$ cat config.mk
export PLATFORM = sky130hd
export DESIGN_NAME = mar_auto_reset
export DESIGN_NICKNAME = d
export VERILOG_FILES = /design/src/rtl/mar_pkg.sv /design/src/rtl/mar_tick.sv /design/src/rtl/mar_auto_reset.sv
export SDC_FILE = /design/constraint.sdc
export NUM_CORES = 1
export LEC_CHECK = 0
export BUFFER_PORTS_ARGS = -buffer_cell sky130_fd_sc_hd__buf_2
export CORE_MARGIN = 2
export CORE_UTILIZATION = 35
export DETAILED_ROUTE_END_ITERATION = 10
export SETUP_SLACK_MARGIN = 0.02
export SYNTH_ARGS = -nofsm -noshare
export SYNTH_HDL_FRONTEND = slang
export SYNTH_SLANG_ARGS = --single-unit
$ cat constraint.sdc
create_clock -name mclk -period 54.2 [get_ports mclk]
set_input_delay 10.84 -clock mclk [delete_from_list [all_inputs] [get_ports mclk]]
set_output_delay 10.84 -clock mclk [all_outputs]
set_load 0.005 [all_outputs]
$ cat src/rtl/mar_pkg.sv
package mar_pkg;
  // ==========================================================================
  // Timing
  // ==========================================================================
  localparam int unsigned MAR_CLK_HZ = 100000000;
  localparam int unsigned MAR_TICK_MS = 1000;
  localparam int unsigned MAR_TICK_CYC = (MAR_CLK_HZ / 1000) * MAR_TICK_MS;
  localparam int MAR_TIME_W = 13;
  localparam int MAR_ATT_W = 4;
  localparam int MAR_TRIP_W = 8;
  localparam int MAR_OUT_N = 4;
  localparam logic [MAR_TIME_W-1:0] MAR_DELAY_RST = 13'h0000;
  localparam logic [MAR_ATT_W-1:0] MAR_ATT_RST = 4'h0;
  localparam logic [MAR_TIME_W-1:0] MAR_FREE_RST = 13'h0258;
  localparam logic [MAR_TIME_W-1:0] MAR_FREE_MIN = 13'h0078;

  // ==========================================================================
  // Control modes and output function selects
  // ==========================================================================
  typedef enum logic [1:0] {
    MAR_CTL_TWO = 2'b00,
    MAR_CTL_THREE = 2'b01,
    MAR_CTL_COMMS = 2'b10
  } mar_ctl_t;

  typedef enum logic [1:0] {
    MAR_DO_OFF = 2'b00,
    MAR_DO_PENDING = 2'b01,
    MAR_DO_EXCEEDED = 2'b10,
    MAR_DO_OTHER = 2'b11
  } mar_dosel_t;

  typedef enum logic [2:0] {
    MAR_ST_IDLE = 3'b000,
    MAR_ST_DELAY = 3'b001,
    MAR_ST_RESTART = 3'b010,
    MAR_ST_FREE = 3'b011,
    MAR_ST_EXCEEDED = 3'b100
  } mar_state_t;
endpackage : mar_pkg

$ cat src/rtl/mar_tick.sv
`timescale 1ns/100ps
module mar_tick
  import mar_pkg::*;
#(
  parameter int unsigned TICK_CYC = MAR_TICK_CYC
) (
  input wire logic mclk,
  input wire logic rst_b,
  output logic tick
);
  // ==========================================================================
  // One-second enable pulse
  // ==========================================================================
  logic [31:0] cnt_reg;
  wire cnt_wrap = (cnt_reg == 32'(TICK_CYC - 1));

  always_ff @(posedge mclk) begin
    if (!rst_b) begin
      cnt_reg <= 32'h0000_0000;
      tick <= 1'b0;
    end else begin
      cnt_reg <= cnt_wrap ? 32'h0000_0000 : cnt_reg + 32'h0000_0001;
      tick <= cnt_wrap;
    end
  end
endmodule : mar_tick

$ cat src/rtl/mar_auto_reset.sv
`timescale 1ns/100ps
// Notes on behaviour
// Enabled auto-reset clears a selected trip itself, then restarts the motor.
// Reset delay and attempt limit come from programmable settings.
// After restart, counters re-arm only after a full trip-free interval.
// Attempts beyond the limit stop the sequence; no more automatic restarts.
// After exceeded, counters re-arm only on user reset or stop.
// With auto-reset on, restart follows expiry of the reset delay.
// Pending and exceeded status routable to any of four digital outputs.
// Sequence works under two-wire, three-wire and comms start control.
// Elapsed delay and attempts are computed retrospectively at power-up; only delay_left is recomputed, attempts_left is kept.
// Two-wire start input must stay asserted; its removal terminates auto-reset.
// Three-wire/comms start state is stored and resumes sequence at power-up.
// Outage longer than delay times attempts terminates the sequence.
// Overload decays after trip; the delay should cover the cooling.
// Remote-start-on-trip trips are ignored while auto-reset is enabled.
// Hand mode overrides auto-reset, ends sequence, re-arms counters.
// Two-wire start rising edge acts as a trip reset.
// Remaining attempts decrement per restart; pending flag during delay.
// Exceeded set on zero remaining plus selected trip; cleared on re-arm.
module mar_auto_reset
  import mar_pkg::*;
#(
  parameter int unsigned TICK_CYC = MAR_TICK_CYC
) (
  input wire logic mclk,
  input wire logic rst_b,
  input wire logic ar_enable,
  input wire logic [MAR_TIME_W-1:0] reset_delay_s,
  input wire logic [MAR_ATT_W-1:0] reset_attempts,
  input wire logic [MAR_TIME_W-1:0] trip_free_s,
  input wire logic [MAR_TRIP_W-1:0] reset_trip_sel,
  input wire logic [1:0] ctl_mode,
  input wire logic hand_mode,
  input wire logic [MAR_TRIP_W-1:0] trip_in,
  input wire logic remote_start_trip_in,
  input wire logic start_in,
  input wire logic stop_in,
  input wire logic user_reset_in,
  input wire logic comms_start,
  input wire logic comms_stop,
  input wire logic powerup,
  input wire logic [15:0] outage_s,
  input wire logic saved_start,
  input wire logic [7:0] dout_sel,
  output logic trip_clear,
  output logic restart_req,
  output logic remote_trip_out,
  output logic start_state,
  output logic ar_pending,
  output logic ar_exceeded,
  output logic [MAR_ATT_W-1:0] attempts_left,
  output logic [MAR_TIME_W-1:0] delay_left,
  output logic [MAR_TIME_W-1:0] free_left,
  output logic [MAR_OUT_N-1:0] dout
);
  // ==========================================================================
  // Pin synchronisers
  // ==========================================================================
  logic [MAR_TRIP_W+5:0] meta_reg;
  logic [MAR_TRIP_W+5:0] sync_reg;
  logic start_d_reg;
  always_ff @(posedge mclk) begin
    if (!rst_b) begin
      meta_reg <= '0;
      sync_reg <= '0;
      start_d_reg <= 1'b0;
    end else begin
      meta_reg <= {trip_in, remote_start_trip_in, start_in, stop_in,
                   user_reset_in, comms_start, comms_stop};
      sync_reg <= meta_reg;
      start_d_reg <= sync_reg[4];
    end
  end
  wire [MAR_TRIP_W-1:0] trip_s = sync_reg[MAR_TRIP_W+5:6];
  wire rst_trip_s = sync_reg[5];
  wire start_s = sync_reg[4];
  wire stop_s = sync_reg[3];
  wire ureset_s = sync_reg[2];
  wire cstart_s = sync_reg[1];
  wire cstop_s = sync_reg[0];

  // ==========================================================================
  // Control source decode
  // ==========================================================================
  wire two_wire = (ctl_mode == MAR_CTL_TWO);
  wire comms = (ctl_mode == MAR_CTL_COMMS);
  wire start_rise = two_wire && start_s && !start_d_reg;
  wire stop_cmd = two_wire ? !start_s : (comms ? cstop_s : stop_s);
  wire start_cmd = comms ? cstart_s : start_s;
  wire user_reset = ureset_s || start_rise;
  wire sel_trip = |(trip_s & reset_trip_sel);
  wire rearm = hand_mode || !ar_enable;
  wire [31:0] outage_lim = 32'(reset_delay_s) * 32'(reset_attempts);

  wire tick;
  mar_tick #(.TICK_CYC(TICK_CYC)) u_tick (
    .mclk(mclk),
    .rst_b(rst_b),
    .tick(tick)
  );

  // ==========================================================================
  // Sequencer
  // ==========================================================================
  mar_state_t state_reg;
  mar_state_t state_next;
  logic start_mem_reg;
  logic trip_seen_reg;
  // A cleared trip lingers two cycles in the synchroniser; acting on the edge
  // keeps that stale level from re-arming the delay straight after a restart
  wire trip_new = sel_trip && !trip_seen_reg;

  // Start latch: three-wire/comms keep the request across control loss
  always_ff @(posedge mclk) begin
    if (!rst_b) begin
      start_mem_reg <= 1'b0;
    end else if (powerup) begin
      start_mem_reg <= two_wire ? start_s : saved_start;
    end else if (stop_cmd) begin
      start_mem_reg <= 1'b0;
    end else if (start_cmd) begin
      start_mem_reg <= 1'b1;
    end
  end
  assign start_state = start_mem_reg;

  always_comb begin
    state_next = state_reg;
    case (state_reg)
      MAR_ST_IDLE, MAR_ST_FREE: begin
        if (trip_new && start_mem_reg) begin
          state_next = (attempts_left == '0) ? MAR_ST_EXCEEDED : MAR_ST_DELAY;
        end else if (state_reg == MAR_ST_FREE && free_left == '0) begin
          state_next = MAR_ST_IDLE;
        end
      end
      MAR_ST_DELAY: begin
        if (delay_left == '0) begin
          state_next = MAR_ST_RESTART;
        end
      end
      MAR_ST_RESTART: state_next = MAR_ST_FREE;
      MAR_ST_EXCEEDED: begin
        if (user_reset || stop_cmd) begin
          state_next = MAR_ST_IDLE;
        end
      end
      default: state_next = MAR_ST_IDLE;
    endcase
    if (state_reg != MAR_ST_EXCEEDED && (stop_cmd || !start_mem_reg)
        && state_reg != MAR_ST_IDLE) begin
      state_next = MAR_ST_IDLE;
    end
    if (powerup && state_reg == MAR_ST_DELAY && 32'(outage_s) > outage_lim) begin
      state_next = MAR_ST_EXCEEDED;
    end
    if (rearm) begin
      state_next = MAR_ST_IDLE;
    end
  end

  wire to_idle = (state_next == MAR_ST_IDLE) && (state_reg != MAR_ST_IDLE);
  wire enter_delay = (state_next == MAR_ST_DELAY) && (state_reg != MAR_ST_DELAY);
  // Retrospective catch-up: part-delay left over after whole delays in the outage
  wire [15:0] out_rem = (reset_delay_s == '0) ? 16'h0000
                      : 16'(outage_s % 16'(reset_delay_s));

  always_ff @(posedge mclk) begin
    if (!rst_b) begin
      state_reg <= MAR_ST_IDLE;
      attempts_left <= MAR_ATT_RST;
      delay_left <= MAR_DELAY_RST;
      free_left <= MAR_FREE_RST;
      trip_clear <= 1'b0;
      restart_req <= 1'b0;
      trip_seen_reg <= 1'b0;
    end else begin
      state_reg <= state_next;
      trip_clear <= (state_next == MAR_ST_RESTART);
      restart_req <= (state_next == MAR_ST_RESTART);
      trip_seen_reg <= sel_trip;
      if (to_idle && state_reg != MAR_ST_FREE || state_reg == MAR_ST_IDLE
          && !sel_trip || (state_reg == MAR_ST_FREE && free_left == '0)) begin
        attempts_left <= reset_attempts;
        delay_left <= reset_delay_s;
      end else if (enter_delay) begin
        delay_left <= reset_delay_s;
      end else if (powerup && state_reg == MAR_ST_DELAY) begin
        delay_left <= (16'(delay_left) > out_rem) ? delay_left - MAR_TIME_W'(out_rem)
                    : '0;
      end else if (state_reg == MAR_ST_DELAY && tick && delay_left != '0) begin
        delay_left <= delay_left - 13'h0001;
      end
      if (state_next == MAR_ST_RESTART && attempts_left != '0) begin
        attempts_left <= attempts_left - 4'h1;
      end
      if (state_next == MAR_ST_FREE && state_reg != MAR_ST_FREE) begin
        free_left <= (trip_free_s < MAR_FREE_MIN) ? MAR_FREE_MIN : trip_free_s;
      end else if (state_reg == MAR_ST_FREE && tick && free_left != '0) begin
        free_left <= free_left - 13'h0001;
      end
    end
  end

  // ==========================================================================
  // Status and digital output routing
  // ==========================================================================
  assign ar_pending = (state_reg == MAR_ST_DELAY);
  assign ar_exceeded = (state_reg == MAR_ST_EXCEEDED);
  assign remote_trip_out = rst_trip_s && !ar_enable;

  logic [MAR_OUT_N-1:0] dout_next;
  always_comb begin
    for (int i = 0; i < MAR_OUT_N; i++) begin
      case (mar_dosel_t'(dout_sel[2*i +: 2]))
        MAR_DO_PENDING: dout_next[i] = ar_pending;
        MAR_DO_EXCEEDED: dout_next[i] = ar_exceeded;
        default: dout_next[i] = 1'b0;
      endcase
    end
  end
  always_ff @(posedge mclk) begin
    if (!rst_b) begin
      dout <= '0;
    end else begin
      dout <= dout_next;
    end
  end
endmodule : mar_auto_reset

==> flow_summary.yaml, run 1 <==
grt:
  grtUsageTotal_pct: 20.97
  overflow: 0
  grt_max_degree: 51
  antenna_found_initial: 1
  grt_first_pass_wirelength_um: 74910
  grt_pass1_vias: 14370
synthesis:
  synth_compound_area_share_pct: 25.22
  synthXorXnorAreaFrac_pct: 7.703
  yosys.area_share.simple_pct: 23.74
  yosys.area_share.adder_pct: 19.59
  async_reset_ff_share_pct: 0
  syn_avg_cell_area_um2: 7.592
  ys.flop_type: "dfxtp_1"
  synth_cell_type_count: 92
  ys_warn_count: 0
  synthCells: 1947
  syn_area_mm2: 0.01478
  ys_ff_latch: 102
  synth_top_family_by_area: "compound AO/OA/AOI/OAI gates"
  synth_edf_count: 0
  yosysSeqAreaShare_pct: 13.81
  synthMuxAreaShare_pct: 5.180
  syn-num-nets: 2248
sta:
  setup_ws_ps: 8065
  setup-tns-final_ps: 0
  finalSetupViolations: 0
  hold_ws_ps: 434.8
  clock_skew_ps: 12.78
  relSlewSlack_pct: 21.04
  rsz0062_at_grt: "false"
  period_share_pct: 85.12
  worstMarginPinSlew_ps: 1184
  finalWorstPathRequiredPeriod_ps: 46140
  hold_viol_final: 0
  max_freq_ghz: 0.02168
  slew_violations: 0
placement:
  gp_congestion: 0.9407
  dp.cells: 2557
  place_hpwl_um: 37190
  place.port_buffers: 123
  pre_cts_slack_ps: 8484
power:
  power_density_mw_per_mm2: 75.51
  p_sw_uw: 645.6
  switching_share_pct: 52.67
  combPwrFrac_pct: 88.0
  finalPower_uw: 1226
  p_seq_share_pct: 6.8
  max-vdd-ir-drop_v: 0.00007494
  p_clk_share_pct: 5.2
  intPower_uw: 580.2
  leakagePower_uw: 0.007095
routing:
  drt_pass1_iterations: 5
  avgViaCountPerCell: 5.780
  drt_iter0_markers: 1120
  num_vias: 14880
  wl_met3_um: 3086
  maxUsedRoutingLayer: "met4"
  wl_met2_um: 21570
  wl_met1_um: 21320
  ant_nets: 0
  drc_errors: 0
  wl_per_cell_um: 18.32
  wl_um: 47160
cts:
  clkTransAtPathRegs_ps: 80
  clk_path_buf_depth: 2
  clock_sinks: 102
  cts.repair.resized: 0
  holdBufCountCts: 0
  cts_tree: "yes"
  cts_buffers: 9
  cts-root-buf: "clkbuf_16"
  cts_setup_buffers: 0
  cts_max_level: 3
  clk_latency_ps: 350
setup_path:
  crit_top_cell: "ha_1"
  r2r_slack_ps: 49860
  end_kind: "register"
  critPathKind: "primary input to register"
  start_kind: "primary input"
  cp_data_required_time_ps: 54460
  crit_fanout: 17
  critPathTopFamily: "compound AO/OA/AOI/OAI gates"
  critical_path_buf_inv_count: 9
  slowest_stage: "a41oi_1"
  r2r-end: "delay_left[0]"
  cp.arrival_ps: 46390
  timing.rr.start: "state_reg[0]"
  rr_worst_depth: 13
  slowest_delay_ps: 980
floorplan:
  die_area_mm2: 0.04389
  core_area_mm2: 0.04185
  fp.dieW_um: 209.5
  ios: 124
  start_util_pct: 35.32
  placementRows: 75
  die_h_um: 209.5
cells_and_area:
  fillerInstances: 4401
  layout_commonest_cell: "ha_1"
  nets: 2330
  final_cells: 2574
  final_cell_mix: "193 x ha_1, 177 x nor2_1, 160 x nand2_1"
  syn_to_final_growth_pct: 9.819
  largest_register_ffs: 32
  layout-drive-gt1-share_pct: 11.95
worst_hold_path:
  min_from: "meta_reg[12]"
  hold_end: "sync_reg[12]"
  hold_class: "register to register"
  worstHoldPathCells: 1
flow_run:
  maxCapViolCount: 0
run_status:
  status: "finished clean"
[through the flow]
| stage | utilization, % | instance area [µm²] |
|---|---|---|
| 2_1_floorplan | - | 14780 |
| 4_1_cts | 38.78 | 16230 |
| 5_1_grt | 38.78 | 16230 |
| 6_report | 38.79 | 16230 |
| 3_5_place_dp | 38.09 | 15940 |
| 3_3_place_gp | 38.09 | 15940 |
[layer usage]
metal  track usage (%)  vias up
met5                 0        -
met4             5.845        0
met2             35.23      435
li1                  -     7302
met3             2.768       87
met1             28.20     7054
[layout make-up]
| class | count | area (µm²) | area share, % |
|---|---|---|---|
| multi-input combinational | 1661 | 12060 | 74.27 |
| sequential | 102 | 2042 | 12.58 |
| timing repair buffer | 138 | 728.2 | 4.486 |
| inverter | 117 | 439.2 | 2.705 |
| clock buffer | 10 | 239.0 | 1.472 |
| tap | 539 | 674.4 | 4.154 |
| clock inverter | 6 | 51.30 | 0.3160 |
| antenna | 1 | 2.502 | 0.01542 |
[power groups by stage]
stage / Clock, µW / Combinational [µW] / Sequential (µW)
after floorplan: 0 / 834 / 83.1
after global placement: 0 / 1050 / 85.3
after detailed placement: 0 / 1060 / 85.2
after CTS: 65.7 / 1060 / 83.5
after global routing: 68.7 / 1190 / 84.0
final: 63.5 / 1080 / 83.8
[cell usage after synthesis (all sizes together), types with 9 or more instances]
master | instances | area, µm²
and3 | 15 | 93.84
ha | 193 | 2415
nand3 | 54 | 270.3
nor3b | 11 | 82.58
a21oi | 129 | 649.4
nor2b | 29 | 181.4
a21boi | 15 | 112.6
nor3 | 72 | 376.6
xor2 | 57 | 499.2
o31ai | 13 | 97.59
a311oi | 11 | 96.34
dfxtp | 102 | 2042
o21a | 46 | 345.3
inv | 117 | 439.2
o211ai | 23 | 177.7
xnor2 | 73 | 639.4
a31oi | 23 | 143.9
buf | 9 | 46.29
or3 | 24 | 150.1
nor2 | 177 | 664.4
clkbuf | 58 | 217.7
nand2b | 14 | 87.58
a22oi | 9 | 67.56
or2 | 13 | 81.33
or4 | 10 | 78.82
a21o | 38 | 285.3
a2111oi | 10 | 118.9
mux2i | 18 | 180.2
and2 | 62 | 387.9
mux2 | 52 | 585.6
o21bai | 11 | 82.58
nor4 | 17 | 106.4
o21ai | 91 | 455.4
nand4 | 28 | 175.2
a211oi | 36 | 297.8
nand2 | 160 | 600.6
fa | 24 | 480.5
[worst max path at each step]
stage / slack [ps] / cells past startpoint / end / startpoint
after floorplan: 13080 / 139 / delay_left[10] / reset_delay_s[9]
after global placement: 9680 / 128 / delay_left[10] / reset_delay_s[9]
after detailed placement: 8480 / 131 / delay_left[9] / reset_delay_s[9]
after CTS: 8760 / 130 / delay_left[9] / reset_delay_s[9]
after global routing: 5150 / 130 / delay_left[0] / reset_delay_s[9]
final: 8060 / 130 / delay_left[2] / reset_delay_s[9]
[logic make-up after synthesis]
| family | Yosys count |
|---|---|
| AND/OR/NAND/NOR | 706 |
| AO/OA/AOI/OAI | 538 |
| adder cells (fa/ha/maj) | 217 |
| flip-flops | 102 |
| XOR/XNOR | 130 |
| buffers and inverters | 184 |
| multiplexers | 70 |
No activity file was read; power rests on OpenSTA's default activity.
==> inputs of run 2 (changes only) <==
CORE_ASPECT_RATIO = 1.75   (was default)
==> flow_summary.yaml, run 2 (synthesized netlist as in run 1, its figures left out) <==
run_status:
  status: "finished clean"
power:
  leakagePower_uw: 0.007110
  max-vdd-ir-drop_v: 0.00006918
  power_density_mw_per_mm2: 76.23
  finalPower_uw: 1242
floorplan:
  fp.dieW_um: 159.4
  placementRows: 99
  die_area_mm2: 0.04396
  die_h_um: 275.9
  ios: 124
  core_area_mm2: 0.04174
  start_util_pct: 35.41
placement:
  postPlaceCellArea_mm2: 0.01599
  gp_congestion: 0.9341
  pre_cts_slack_ps: 7771
  place_hpwl_um: 40760
  place.port_buffers: 123
  dp.cells: 2577
grt:
  grt_first_pass_wirelength_um: 79010
  grt_max_degree: 51
  antenna_found_initial: 0
  overflow: 0
  grtUsageTotal_pct: 22.49
  grt_pass1_vias: 15290
setup_path:
  critPathKind: "primary input to register"
  end_kind: "register"
  r2r-end: "delay_left[0]"
  cp.arrival_ps: 46860
  r2r_slack_ps: 49780
  slowest_stage: "o311ai_0"
  start_kind: "primary input"
  crit_top_cell: "ha_1"
  cp_data_required_time_ps: 54470
  timing.rr.start: "delay_left[1]"
  rr_worst_depth: 14
  crit_fanout: 15
  slowest_delay_ps: 930
sta:
  max_freq_ghz: 0.02147
  clock_skew_ps: 9.126
  rsz0062_at_grt: "false"
  slew_violations: 0
  hold_viol_final: 0
  setup-tns-final_ps: 0
  finalSetupViolations: 0
  period_share_pct: 85.95
  worstMarginPinSlew_ps: 1213
  finalWorstPathRequiredPeriod_ps: 46590
  setup_ws_ps: 7613
  relSlewSlack_pct: 19.16
flow_run:
  maxCapViolCount: 0
cells_and_area:
  layout_commonest_cell: "ha_1"
  final_area_mm2: 0.01629
  syn_to_final_growth_pct: 10.20
  final_cell_mix: "193 x ha_1, 177 x nor2_1, 160 x nand2_1"
  largest_register_ffs: 32
  antenna_cells: 0
  nets: 2334
  layout-drive-gt1-share_pct: 12.07
  final_cells: 2593
cts:
  cts_tree: "yes"
  cts.repair.resized: 0
  cts_setup_buffers: 0
  cts-root-buf: "clkbuf_16"
  clkTransAtPathRegs_ps: 80
  cts_buffers: 9
  cts_max_level: 3
  clk_latency_ps: 360
  holdBufCountCts: 0
  clock_sinks: 102
  clk_path_buf_depth: 2
worst_hold_path:
  hold_class: "register to register"
  hold_end: "sync_reg[2]"
  worstHoldPathCells: 1
  min_from: "meta_reg[2]"
routing:
  avgViaCountPerCell: 5.822
  num_vias: 15100
  wl_um: 50520
  drt_iter0_markers: 868
  ant_nets: 0
  drt_pass1_iterations: 7
  wl_per_cell_um: 19.48
  drc_errors: 0
==> run 2: cell types whose count changed in the layout (fill, tap and decap cells not counted), sizes merged <==
cell / previous run / this run
bufinv: 0 / 1
clkinvlp: 0 / 2
inv: 121 / 118
buf: 138 / 142
diode: 1 / 0
==> run 2: worst max path at each step <==
stage                     start              to  slack, ps  depth (start not counted)
5_1_grt        reset_delay_s[7]   delay_left[8]       4970                        133
2_1_floorplan  reset_delay_s[9]  delay_left[10]      13080                        139
6_report       reset_delay_s[7]   delay_left[2]       7610                        130
3_5_place_dp   reset_delay_s[7]   delay_left[2]       7770                        130
4_1_cts        reset_delay_s[7]   delay_left[2]       8100                        130
3_3_place_gp   reset_delay_s[9]   delay_left[9]       8970                        130
==> run 2: power by group <==
group	switching, µW	internal (µW)
Combinational	619	472
Sequential	5.57	78.3
Clock	31.1	36.2
Total	655	587
==> run 2: critical path, delay by kind of cell <==
family          cells  cell delay, ps
compound gates     72           19930
fa+ha+maj          17            5560
buf+inv             7            1100
mux                 6            2090
simple gates       28            7310
==> run 2: cell type report <==
type,count,area (µm²)
clock buffers,10,229.0
clock inverters,6,70.07
fillers,4345,25450
inverters,117,439.2
multi-input cells,1661,12060
flip-flops and latches,102,2042
well taps,555,694.4
repair buffers,142,758.2
==> run 2: routing by layer <==
| metal | track usage (%) | vias up | wire (µm) |
|---|---|---|---|
| li1 | - | 7302 | - |
| met4 | 18.25 | 0 | 4345 |
| met2 | 43.26 | 465 | 26460 |
| met1 | 21.67 | 7116 | 17850 |
| met3 | 2.359 | 213 | 1865 |
| met5 | 0 | - | 0 |
==> run 2: stage by stage <==
stage / utilization [%] / hold slack, ps
after floorplan: - / 411.9
after global placement: 38.31 / 413.1
after detailed placement: 38.31 / 417.7
after CTS: 39.02 / 433.8
after global routing: 39.02 / 434.9
final: 39.02 / 429.9
